File: src/common/plcpr_consts.svh
// offsets, field positions, reset values and timing figures of the
// power-line modem control register block.
// assumes a byte-wide register port and a 250 MHz system clock.
`ifndef PLCPR_CONSTS_SVH
`define PLCPR_CONSTS_SVH

// ======================================================================
// register byte addresses
`define PLCPR_A_GAIN_GLOBAL 16'hfe24
`define PLCPR_A_LAUNCH_B0 16'hfe26
`define PLCPR_A_LAUNCH_B1 16'hfe27
`define PLCPR_A_LAUNCH_B2 16'hfe28
`define PLCPR_A_LAUNCH_B3 16'hfe29
`define PLCPR_A_STATUS_CTRL 16'hfe2a
`define PLCPR_A_PHY_SYSTEM_CONFIG 16'hfe2c
`define PLCPR_A_TIMEBASE_B0 16'hfe47
`define PLCPR_A_TIMEBASE_B1 16'hfe48
`define PLCPR_A_TIMEBASE_B2 16'hfe49
`define PLCPR_A_TIMEBASE_B3 16'hfe4a
`define PLCPR_A_FEATURE_CFG 16'hfe68
`define PLCPR_A_PREAMBLE_GAIN 16'hfe9b
`define PLCPR_A_BODY_GAIN 16'hfe9c

// ======================================================================
// reset values
`define PLCPR_RST_GAIN 8'hff
`define PLCPR_RST_STATUS 8'h87
`define PLCPR_RST_SYS 8'h04
`define PLCPR_RST_FEATURE 8'h1f

// ======================================================================
// field positions
`define PLCPR_SC_IRQ 0
`define PLCPR_SC_TXARM 2
`define PLCPR_SY_RST 0
`define PLCPR_SY_ERR 1
`define PLCPR_SY_WDEN 2
`define PLCPR_SY_LPD 3
`define PLCPR_SY_CPD 4
`define PLCPR_FC_CRC 0
`define PLCPR_FC_DET2 1
`define PLCPR_FC_DET1 2
`define PLCPR_FC_CIPHER 3
`define PLCPR_FC_PAD 4
`define PLCPR_FC_IREF 5
`define PLCPR_FEATURE_MASK 8'h3f
// status bits 7 and 1 read back as their reset level
`define PLCPR_STATUS_FIXED 8'h82

// ======================================================================
// timing
`define PLCPR_CLK_PS 4000
`define PLCPR_TICK_PS 10000000
`define PLCPR_TICK_CYCLES (`PLCPR_TICK_PS / `PLCPR_CLK_PS)
`define PLCPR_WDOG_MS 200
// divide first: the plain product of ms and ps per ms overflows 32 bits
`define PLCPR_WDOG_CYCLES (`PLCPR_WDOG_MS * (1000000000 / `PLCPR_CLK_PS))
`define PLCPR_TB_MAX 20'hfffff

`endif

File: src/common/plcpr_pkg.sv
// types shared by the modem control register block.
// assumes the constants header is included where figures are needed.
package plcpr_pkg;
  typedef logic [7:0] plcpr_byte_t;
  typedef logic [19:0] plcpr_time_t;
  typedef logic signed [15:0] plcpr_sample_t;
  // gray path idle -> armed -> active
  typedef enum logic [1:0] {
    TX_IDLE = 2'b00,
    TX_ARMED = 2'b01,
    TX_ACTIVE = 2'b11
  } plcpr_txst_e;
endpackage

File: src/plcpr_phy_control_regs.sv
// control and status registers of the power-line modem physical layer:
// time base, scheduled launch, interrupt flag, soft reset, power-down,
// watchdog, feature enables and transmit gain scaling.
// assumes a synchronous byte register port and datapath inputs on clk_sys.
`include "plcpr_consts.svh"
module plcpr_phy_control_regs #(
  parameter int unsigned TICK_CYCLES = `PLCPR_TICK_CYCLES,
  parameter int unsigned WDOG_CYCLES = `PLCPR_WDOG_CYCLES
) (
  input wire logic clk_sys,
  input wire logic rst_n,
  input wire logic clkEn,
  input wire logic [15:0] regAddr,
  input wire plcpr_pkg::plcpr_byte_t regWdata,
  input wire logic regWr,
  input wire logic regRd,
  output plcpr_pkg::plcpr_byte_t regRdata,
  input wire logic phyEvent,
  input wire logic phyFault,
  input wire logic txDone,
  input wire plcpr_pkg::plcpr_sample_t sampleIn,
  input wire logic sampleValid,
  input wire logic samplePreamble,
  output plcpr_pkg::plcpr_sample_t sampleOut,
  output logic sampleOutValid,
  output logic txStart,
  output logic host_irq_n,
  output logic layerReset,
  output logic layer_powerdown,
  output logic converter_powerdown,
  output logic interference_ref_mode,
  output logic padding_count_after_code,
  output logic cipherEnable,
  output logic early_detect1_enable,
  output logic early_detect2_enable,
  output logic hw_crc_enable
);
  import plcpr_pkg::*;

  localparam int TW = (TICK_CYCLES > 1) ? $clog2(TICK_CYCLES) : 1;

  // refuse figures the counters cannot serve
  if (TICK_CYCLES < 1 || WDOG_CYCLES < 2)
  begin : g_badPeriod
    $error("tick or watchdog period too short");
  end

  logic [TW-1:0] tickCnt_q;
  logic tick;
  plcpr_time_t timeBase_q;
  plcpr_time_t tbSnap_q;
  plcpr_time_t launchShadow_q;
  plcpr_time_t launch_q;
  plcpr_txst_e txState_q;
  logic irqFlag_q;
  logic [7:0] sysCfg_q;
  logic wdErr_q;
  logic [31:0] wdCnt_q;
  logic [7:0] feature_q;
  plcpr_byte_t gainGlobal_q;
  plcpr_byte_t gainPre_q;
  plcpr_byte_t gainBody_q;
  plcpr_sample_t stage1_q;
  logic stage1Valid_q;
  logic wrStatus;
  logic wrSys;
  logic softRst;
  logic wdSample;
  logic launchHit;
  logic irqSet;
  plcpr_byte_t readMux;
  plcpr_byte_t segGain;
  logic signed [24:0] prodSeg;
  logic signed [24:0] prodGlobal;

  assign wrStatus = regWr && regAddr == `PLCPR_A_STATUS_CTRL;
  assign wrSys = regWr && regAddr == `PLCPR_A_PHY_SYSTEM_CONFIG;
  assign softRst = sysCfg_q[`PLCPR_SY_RST];

  // ======================================================================
  // time base
  // prescaler turns the system clock into one 10 us step
  assign tick = tickCnt_q == TW'(TICK_CYCLES - 1);
  always_ff @(posedge clk_sys or negedge rst_n)
  begin
    if (!rst_n)
      tickCnt_q <= '0;
    else if (clkEn)
      tickCnt_q <= tick ? '0 : tickCnt_q + TW'(1);
  end

  // free running, the soft reset does not stop it so time stays coherent
  always_ff @(posedge clk_sys or negedge rst_n)
  begin
    if (!rst_n)
      timeBase_q <= '0;
    else if (clkEn && tick)
      timeBase_q <= timeBase_q + 20'h1; // wraps past the top
  end

  // reading the top byte freezes the rest, so a byte-wise read cannot tear
  always_ff @(posedge clk_sys or negedge rst_n)
  begin
    if (!rst_n)
      tbSnap_q <= '0;
    else if (clkEn && regRd && regAddr == `PLCPR_A_TIMEBASE_B0)
      tbSnap_q <= timeBase_q;
  end

  // ======================================================================
  // launch time
  // upper bytes wait in a shadow; the last byte commits the whole value
  always_ff @(posedge clk_sys or negedge rst_n)
  begin
    if (!rst_n)
    begin
      launchShadow_q <= '0;
      launch_q <= '0;
    end
    else if (clkEn && regWr)
    begin
      case (regAddr)
        `PLCPR_A_LAUNCH_B0: launchShadow_q[19:12] <= regWdata;
        `PLCPR_A_LAUNCH_B1: launchShadow_q[11:4] <= regWdata;
        `PLCPR_A_LAUNCH_B2:
        begin
          launchShadow_q[3:0] <= regWdata[7:4];
          launch_q <= {launchShadow_q[19:4], regWdata[7:4]};
        end
        default: launch_q <= launch_q;
      endcase
    end
  end

  // ======================================================================
  // transmit scheduling
  assign launchHit = timeBase_q == launch_q;

  // host write of zero arms, write of one withdraws; soft reset cancels
  always_ff @(posedge clk_sys or negedge rst_n)
  begin
    if (!rst_n)
    begin
      txState_q <= TX_IDLE;
      txStart <= 1'b0;
    end
    else if (clkEn)
    begin
      txStart <= 1'b0;
      case (txState_q)
        TX_IDLE:
          if (wrStatus && !regWdata[`PLCPR_SC_TXARM] && !softRst)
            txState_q <= TX_ARMED;
        TX_ARMED:
          if (softRst || (wrStatus && regWdata[`PLCPR_SC_TXARM]))
            txState_q <= TX_IDLE;
          else if (launchHit)
          begin
            txState_q <= TX_ACTIVE;
            txStart <= 1'b1;
          end
        TX_ACTIVE:
          if (softRst || txDone)
            txState_q <= TX_IDLE;
        default: txState_q <= TX_IDLE;
      endcase
    end
  end

  // ======================================================================
  // interrupt flag, low while an interrupt is pending
  // a new event in the clearing cycle wins, so no event is lost
  assign irqSet = phyEvent || wdSample && phyFault && !wdErr_q;
  always_ff @(posedge clk_sys or negedge rst_n)
  begin
    if (!rst_n)
      irqFlag_q <= 1'b1;
    else if (clkEn)
    begin
      if (irqSet)
        irqFlag_q <= 1'b0;
      else if (wrStatus && regWdata[`PLCPR_SC_IRQ])
        irqFlag_q <= 1'b1;
    end
  end

  // pin is a flop fed with the flag's next value, so it matches the flag in the same cycle
  always_ff @(posedge clk_sys or negedge rst_n)
  begin
    if (!rst_n)
      host_irq_n <= 1'b1;
    else if (clkEn)
      host_irq_n <= irqSet ? 1'b0 :
        (wrStatus && regWdata[`PLCPR_SC_IRQ]) ? 1'b1 : irqFlag_q;
  end

  // ======================================================================
  // system configuration; the error bit is not host writable
  always_ff @(posedge clk_sys or negedge rst_n)
  begin
    if (!rst_n)
      sysCfg_q <= `PLCPR_RST_SYS; // watchdog on by default
    else if (clkEn && wrSys)
      sysCfg_q <= {3'h0, regWdata[4:2], 1'b0, regWdata[0]};
  end

  // ======================================================================
  // watchdog, sampled once per period while enabled and out of reset
  assign wdSample = wdCnt_q == WDOG_CYCLES - 1;
  always_ff @(posedge clk_sys or negedge rst_n)
  begin
    if (!rst_n)
      wdCnt_q <= '0;
    else if (clkEn)
    begin
      if (!sysCfg_q[`PLCPR_SY_WDEN] || softRst || wdSample)
        wdCnt_q <= '0;
      else
        wdCnt_q <= wdCnt_q + 32'h1;
    end
  end

  // only the soft reset clears the error, which forces the recovery path
  always_ff @(posedge clk_sys or negedge rst_n)
  begin
    if (!rst_n)
      wdErr_q <= 1'b0;
    else if (clkEn)
    begin
      if (softRst)
        wdErr_q <= 1'b0;
      else if (wdSample && phyFault)
        wdErr_q <= 1'b1;
    end
  end

  // ======================================================================
  // control outputs, all registered
  always_ff @(posedge clk_sys or negedge rst_n)
  begin
    if (!rst_n)
    begin
      layerReset <= 1'b0;
      layer_powerdown <= 1'b0;
      converter_powerdown <= 1'b0;
    end
    else if (clkEn)
    begin
      layerReset <= wrSys ? regWdata[`PLCPR_SY_RST] : softRst;
      layer_powerdown <= wrSys ? regWdata[`PLCPR_SY_LPD] :
        sysCfg_q[`PLCPR_SY_LPD];
      converter_powerdown <= wrSys ? regWdata[`PLCPR_SY_CPD] :
        sysCfg_q[`PLCPR_SY_CPD];
    end
  end

  // ======================================================================
  // feature enables and gains
  always_ff @(posedge clk_sys or negedge rst_n)
  begin
    if (!rst_n)
      feature_q <= `PLCPR_RST_FEATURE;
    else if (clkEn && regWr && regAddr == `PLCPR_A_FEATURE_CFG)
      feature_q <= regWdata & `PLCPR_FEATURE_MASK;
  end

  // each enable follows its bit directly: one turns the mode on
  assign interference_ref_mode = feature_q[`PLCPR_FC_IREF];
  assign padding_count_after_code = feature_q[`PLCPR_FC_PAD];
  assign cipherEnable = feature_q[`PLCPR_FC_CIPHER];
  assign early_detect1_enable = feature_q[`PLCPR_FC_DET1];
  assign early_detect2_enable = feature_q[`PLCPR_FC_DET2];
  assign hw_crc_enable = feature_q[`PLCPR_FC_CRC];

  always_ff @(posedge clk_sys or negedge rst_n)
  begin
    if (!rst_n)
    begin
      gainGlobal_q <= `PLCPR_RST_GAIN;
      gainPre_q <= `PLCPR_RST_GAIN;
      gainBody_q <= `PLCPR_RST_GAIN;
    end
    else if (clkEn && regWr)
    begin
      if (regAddr == `PLCPR_A_GAIN_GLOBAL)
        gainGlobal_q <= regWdata;
      if (regAddr == `PLCPR_A_PREAMBLE_GAIN)
        gainPre_q <= regWdata;
      if (regAddr == `PLCPR_A_BODY_GAIN)
        gainBody_q <= regWdata;
    end
  end

  // ======================================================================
  // amplitude scaling: section gain then global gain, product bits 23 to 8 kept.
  // two cuts cost a little resolution but keep each multiplier 16x8
  assign segGain = samplePreamble ? gainPre_q : gainBody_q;
  assign prodSeg = $signed(sampleIn) * $signed({1'b0, segGain});
  assign prodGlobal = $signed(stage1_q) * $signed({1'b0, gainGlobal_q});

  always_ff @(posedge clk_sys or negedge rst_n)
  begin
    if (!rst_n)
    begin
      stage1_q <= '0;
      stage1Valid_q <= 1'b0;
      sampleOut <= '0;
      sampleOutValid <= 1'b0;
    end
    else if (clkEn)
    begin
      stage1Valid_q <= sampleValid;
      if (sampleValid)
        stage1_q <= prodSeg[23:8];
      sampleOutValid <= stage1Valid_q;
      if (stage1Valid_q)
        sampleOut <= prodGlobal[23:8];
    end
  end

  // ======================================================================
  // register read; data stands only in the cycle after the strobe
  always_comb
  begin
    readMux = 8'h00;
    case (regAddr)
      `PLCPR_A_GAIN_GLOBAL: readMux = gainGlobal_q;
      `PLCPR_A_LAUNCH_B0: readMux = launchShadow_q[19:12];
      `PLCPR_A_LAUNCH_B1: readMux = launchShadow_q[11:4];
      `PLCPR_A_LAUNCH_B2: readMux = {launchShadow_q[3:0], 4'h0};
      `PLCPR_A_STATUS_CTRL:
        readMux = `PLCPR_STATUS_FIXED |
          {5'h0, txState_q != TX_ACTIVE, 1'b0, irqFlag_q};
      `PLCPR_A_PHY_SYSTEM_CONFIG: readMux = sysCfg_q | {6'h0, wdErr_q, 1'b0};
      `PLCPR_A_TIMEBASE_B0: readMux = timeBase_q[19:12];
      `PLCPR_A_TIMEBASE_B1: readMux = tbSnap_q[11:4];
      `PLCPR_A_TIMEBASE_B2: readMux = {tbSnap_q[3:0], 4'h0};
      `PLCPR_A_FEATURE_CFG: readMux = feature_q;
      `PLCPR_A_PREAMBLE_GAIN: readMux = gainPre_q;
      `PLCPR_A_BODY_GAIN: readMux = gainBody_q;
      default: readMux = 8'h00;
    endcase
  end

  always_ff @(posedge clk_sys or negedge rst_n)
  begin
    if (!rst_n)
      regRdata <= 8'h00;
    else if (clkEn)
      regRdata <= regRd ? readMux : 8'h00;
  end
endmodule

File: config.mk
export PLATFORM = sky130hd
export DESIGN_NAME = plcpr_phy_control_regs
export DESIGN_NICKNAME = d
export VERILOG_FILES = /design/src/common/plcpr_pkg.sv /design/src/plcpr_phy_control_regs.sv
export VERILOG_INCLUDE_DIRS = /design/src /design/src/common
export SDC_FILE = /design/constraint.sdc
export NUM_CORES = 1
export LEC_CHECK = 0
export BUFFER_PORTS_ARGS = -buffer_cell sky130_fd_sc_hd__buf_2
export CAP_MARGIN = 20
export CORE_ASPECT_RATIO = 1.25
export CORE_MARGIN = 1.5
export CORE_UTILIZATION = 55
export DETAILED_ROUTE_END_ITERATION = 10
export GPL_TIMING_DRIVEN = 0
export PLACE_DENSITY = 0.76
export SETUP_SLACK_MARGIN = 0.3
export SLEW_MARGIN = 25
export SYNTH_ARGS = -nofsm -noshare
export SYNTH_HDL_FRONTEND = slang
export SYNTH_SLANG_ARGS = --single-unit
File: constraint.sdc
create_clock -name clk_sys -period 6 [get_ports clk_sys]
set_input_delay 0.3 -clock clk_sys [delete_from_list [all_inputs] [get_ports clk_sys]]
set_output_delay 0.3 -clock clk_sys [all_outputs]
set_load 0.01 [all_outputs]
# Yosys cells after proc, flatten, opt, wreduce, memory -nomap -nowiden
# Cells that the tools add are included.
# W data, S select, Z words.
# classes
addsub,3
multipliers,2
div_mod_pow,0
magnitude_cmp,0
eq_ne,21
shift,0
mux,20
n_bitwise,1
n_reduce_logical,37
# ops
cell,n
$eq A16 B16 Y1 const B,12
$pmux W8 S12,1
$mul A16 B9 Y24,2
$add A32 B1 Y32 const B,1
$eq A32 B26 Y1 const B,1
$mux W32,1
$add A20 B1 Y20 const B,1
$eq A20 B20 Y1,1
$reduce_and A2 Y1,10
$mux W8,2
$logic_and A1 B1 Y1,14
$add A12 B1 Y12 const B,1
$eq A12 B12 Y1 const B,1
$mux W12,1
$mux W1,10
$mux W2,4
$ne A2 B2 Y1 const B,3
$pmux W2 S3,1
$logic_or A1 B1 Y1,5
$or A5 B2 Y5,1
$logic_not A1 Y1,4
$reduce_and A4 Y1,1
$reduce_bool A2 Y1,2
$ne A3 B3 Y1 const B,1
3 further kinds,3
# totals
reg_bits,200
latchBits,0
mem_bits_rw,0
romBits,0
input_bits,50
output_inout_bits,36
wordCells,109
mem_count,0

# Depth between registers and ports, before layout
# depth
depth_word,6
ltp_mapped,21
mapped_depth_nobuf,19

# Least setup slack after synthesis
# Ideal clock, no wire load.
# synth_path
kind,input -> register
startpoint,in samplePreamble
endpoint,reg stage1_q[14]
arrival_time_ns,5.086
t_required_ns,5.875
path_slack_ns,0.789
cell_stages,18
path_buffers,2
path_cell_list,buf_4 mux2_2 clkbuf_1 and2_1 fa_1 inv_1 fa_1 inv_1 fa_1 inv_1 fa_1 inv_1 ha_1 a21o_1 a221o_1 a211o_1 xor2_1 mux2_2
# synth_between
elab_chain_len,2
# synth_rtl
element,line_no,source
from (decl),plcpr_phy_control_regs.sv:23,"input wire logic samplePreamble,"
$mux W8,plcpr_phy_control_regs.sv:297,assign segGain = samplePreamble ? gainPre_q : gainBody_q;
$mul A16 B9 Y24,plcpr_phy_control_regs.sv:298,"assign prodSeg = $signed(sampleIn) * $signed({1'b0, segGain});"
to (signal assigned),plcpr_phy_control_regs.sv:314,stage1_q <= prodSeg[23:8];
to (decl),plcpr_phy_control_regs.sv:63,plcpr_sample_t stage1_q;
# No other way between the ends.
# A chain may end at the register's enable or synchronous reset.

# Final worst setup path
# layout_path
startpoint,reg gainPre_q[3]
endpoint,reg stage1_q[15]
# layout_between
elab_chain_len,2
# layout_rtl
element,line_no,source
from (decl),plcpr_phy_control_regs.sv:61,plcpr_byte_t gainPre_q;
from (signal assigned),plcpr_phy_control_regs.sv:280,gainPre_q <= `PLCPR_RST_GAIN;
from (signal assigned),plcpr_phy_control_regs.sv:288,gainPre_q <= regWdata;
$mux W8,plcpr_phy_control_regs.sv:297,
$mul A16 B9 Y24,plcpr_phy_control_regs.sv:298,
# No other way between the ends.

==> flow_summary.json <==
{
  "status": "finished clean",
  "wire_per_inst_um": 17.82,
  "synth.largest_area_cell": "dfrtp_1",
  "clk_latency_ns": 0.45,
  "grt_pass1_vias": 13810,
  "slew_violations": 0,
  "power.internal_mw": 1.979,
  "slowest_stage": "dfstp_2",
  "p_clk_share_pct": 41.8,
  "drive_above_1_share_pct": 14.68,
  "worstPathRequired_ns": 6.32,
  "rsz0062_at_grt": "true",
  "cts_tree": "yes",
  "worst_setup_path_end_kind": "flip-flop",
  "hp-class": "input port to flip-flop",
  "start_util_pct": 55.74,
  "fin_crit_ns": 5.483,
  "via_count": 13220,
  "fillers": 2727,
  "slowest_delay_ns": 0.55,
  "seqPwrFrac_pct": 51.3,
  "postRouteWirelength_um": 42050,
  "cp_max_fo": 10,
  "drc": 0,
  "ys_types": 81,
  "cap_violations": 0,
  "vias_per_cell": 5.603,
  "yosys_register_bits": 196,
  "max-vdd-ir-drop_v": 0.0002383,
  "cp_common_cell": "fa_1",
  "cts_buffer_depth": 2,
  "core-area_um2": 31790,
  "grt_first_pass_wirelength_um": 69700,
  "startpoint_type": "flip-flop",
  "stdcell_count": 2360,
  "yosys_warnings": 0,
  "p_comb_share_pct": 6.8,
  "p_per_area_nw_per_um2": 138.3,
  "maxSlewHeadroom_pct": 41.01,
  "reg2reg_setup_slack_ns": 0.52,
  "finish.utilization_pct": 60.92,
  "crit_chain": "mux2_2, clkbuf_2, nand2_1, fa_1, inv_1, fa_1, fa_1, inv_1, fa_1, inv_1, ha_1, a21o_1, a21oi_1, o21ai_1, a221o_1, a211o_1, a21oi_1, xnor2_1, o21ai_1",
  "std_cell_rows": 73,
  "track_usage_pct": 26.59,
  "cts_buffers": 17,
  "die_h_um": 203.7,
  "setup_violations": 0,
  "cts-root-buf": "clkbuf_16",
  "tightest_slew_ns": 0.8775,
  "post-route-period-util_pct": 91.38,
  "crit_arrival_ns": 5.80,
  "gr-max-usage-layer": "met2",
  "tns_ns": 0,
  "r2r_cells": 19,
  "syn-num-nets": 2168,
  "dp_hpwl_um": 33110,
  "syn_area_um2": 17720,
  "switching_power_mw": 0.6990,
  "finalClockSkew_ns": 0.01946,
  "met1_usage_pct": 34.23,
  "syn_inst": 1831,
  "grt_use_met2_pct": 46.38,
  "synth_edf_count": 0,
  "cts_max_level": 4,
  "hold_violations": 0,
  "synth_top_area_share_pct": 23.31,
  "clock_sinks": 196,
  "clkTransAtPathRegs_ns": 0.08,
  "nNetsFinal": 2272,
  "drt_iter0_markers": 782,
  "antenna_found_initial": 0,
  "avgSynthCellArea_um2": 9.675,
  "num_antenna_cells": 0,
  "synth_flop_cell": "dfrtp_1",
  "grt-ovfl-total": 0,
  "dieArea_um2": 33300,
  "p_sw_share_pct": 26.10,
  "whs_ns": 0.1281,
  "min_path_cells": 3,
  "port_buffers": 83,
  "fp.dieW_um": 163.5,
  "grt_max_degree": 99,
  "crit_type": "flip-flop to flip-flop",
  "syn_to_final_growth_pct": 9.302,
  "max_freq_mhz": 182.4,
  "ys_seq_area_share_pct": 27.90,
  "ios": 86,
  "post_cts_buffers": 0,
  "gp_congestion": 0.9231,
  "ant_nets": 0,
  "p_leak_nw": 9.981,
  "dp_cells": 2328,
  "first_pass_iters": 5,
  "synth.area.top_cells": "dfrtp_1, fa_1, ha_1",
  "grt.met3_usage_pct": 3.051,
  "async_flop_share_pct": 100.0
}
==> critical path: cells and delay by family (launching register included) <==
kind	cells	cell delay, ns
adder cells (fa/ha/maj)	5	2.38
AO/OA/AOI/OAI	7	1.43
flip-flops	1	0.55
buffers and inverters	4	0.41
multiplexers	1	0.29
XOR/XNOR	1	0.16
AND/OR/NAND/NOR	1	0.10
==> placed cells by master (no fill, tap or decap), types with 56 or more instances in the layout <==
cell	n
o21ai_0	56
dfrtp_1	165
inv_1	292
and2_1	99
fa_1	198
ha_1	89
buf_2	89
mux2_2	86
xor2_1	58
nand2_1	221
nor2_1	82
==> area by class of cell <==
class	count	area (um^2)	share of cell area, %
plain buffers	58	271.5	1.402
multi-input cells	1284	11480	59.30
flip-flops and latches	196	4943	25.53
clock buffers	20	456.7	2.358
clock inverters	12	107.6	0.5557
repair buffers	86	490.5	2.533
inverters	292	1096	5.660
well taps	412	515.5	2.662
==> cells in the mapped netlist, drive strengths merged, types with 35 or more instances <==
library cell / number
fa: 198
nand3: 44
nor2b: 35
dfrtp: 165
nand2: 221
and2: 99
xnor2: 54
xor2: 58
o21ai: 59
mux2: 90
a21oi: 43
inv: 292
clkbuf: 45
ha: 89
nor2: 87
==> logic make-up after synthesis <==
| group | Yosys count | synth area share [%] |
|---|---|---|
| AO/OA/AOI/OAI | 202 | 7.508 |
| XOR/XNOR | 112 | 5.537 |
| adder cells (fa/ha/maj) | 287 | 28.66 |
| buffers and inverters | 351 | 7.592 |
| flip-flops | 196 | 27.90 |
| multiplexers | 100 | 6.307 |
| AND/OR/NAND/NOR | 583 | 16.49 |
==> path summary, 6_finish.rpt <==
kind                                   start               to
worst max-delay path            gainPre_q[3]     stage1_q[15]
worst min-delay path                phyEvent       host_irq_n
worst max register to register  gainPre_q[3]     stage1_q[15]
worst min register to register  sampleOut[8]     sampleOut[8]
max in group asynchronous              rst_n  gainGlobal_q[4]
min in group asynchronous              rst_n    timeBase_q[2]
==> power groups by stage <==
stage | combinational, mW | sequential, mW | clock [mW]
floorplan | 0.0796 | 1.40 | 0
global placement | 0.172 | 1.40 | 0
detailed placement | 0.182 | 1.40 | 0
CTS | 0.183 | 1.37 | 1.13
global route | 0.204 | 1.38 | 1.18
finish | 0.183 | 1.38 | 1.12
==> through the flow <==
stage	area (um^2)	setup WS [ns]	power [mW]
2_1_floorplan	17720	0.7891	1.476
3_3_place_gp	18650	0.07197	1.569
3_5_place_dp	18710	0.04330	1.582
4_1_cts	19310	0.3089	2.691
5_1_grt	19360	0.2854	2.765
6_report	19360	0.5174	2.678
==> registers in the layout, indices dropped and copies added (netlist names), 12 cells and up <==
signal	cells
wdCnt_q	32
timeBase_q	20
launchShadow_q	19
launch_q	17
sampleOut	16
stage1_q	16
tbSnap_q	12
tickCnt_q	12
==> per-layer routing <==
layer | vias up | part of all wire, %
li1 | 6092 | -
met1 | 6668 | 42
met2 | 377 | 51
met3 | 87 | 4.4
met4 | 0 | 2.8
met5 | - | 0
==> repair_timing <==
item | CTS | global route
resized for setup | 9 | 29
endpoints found under the hold margin | 133 | 0
hold buffers | 1 | 0
endpoints found under the setup margin | 8 | 10
pin swaps | 0 | 0
(Power assumes the default switching activity.)
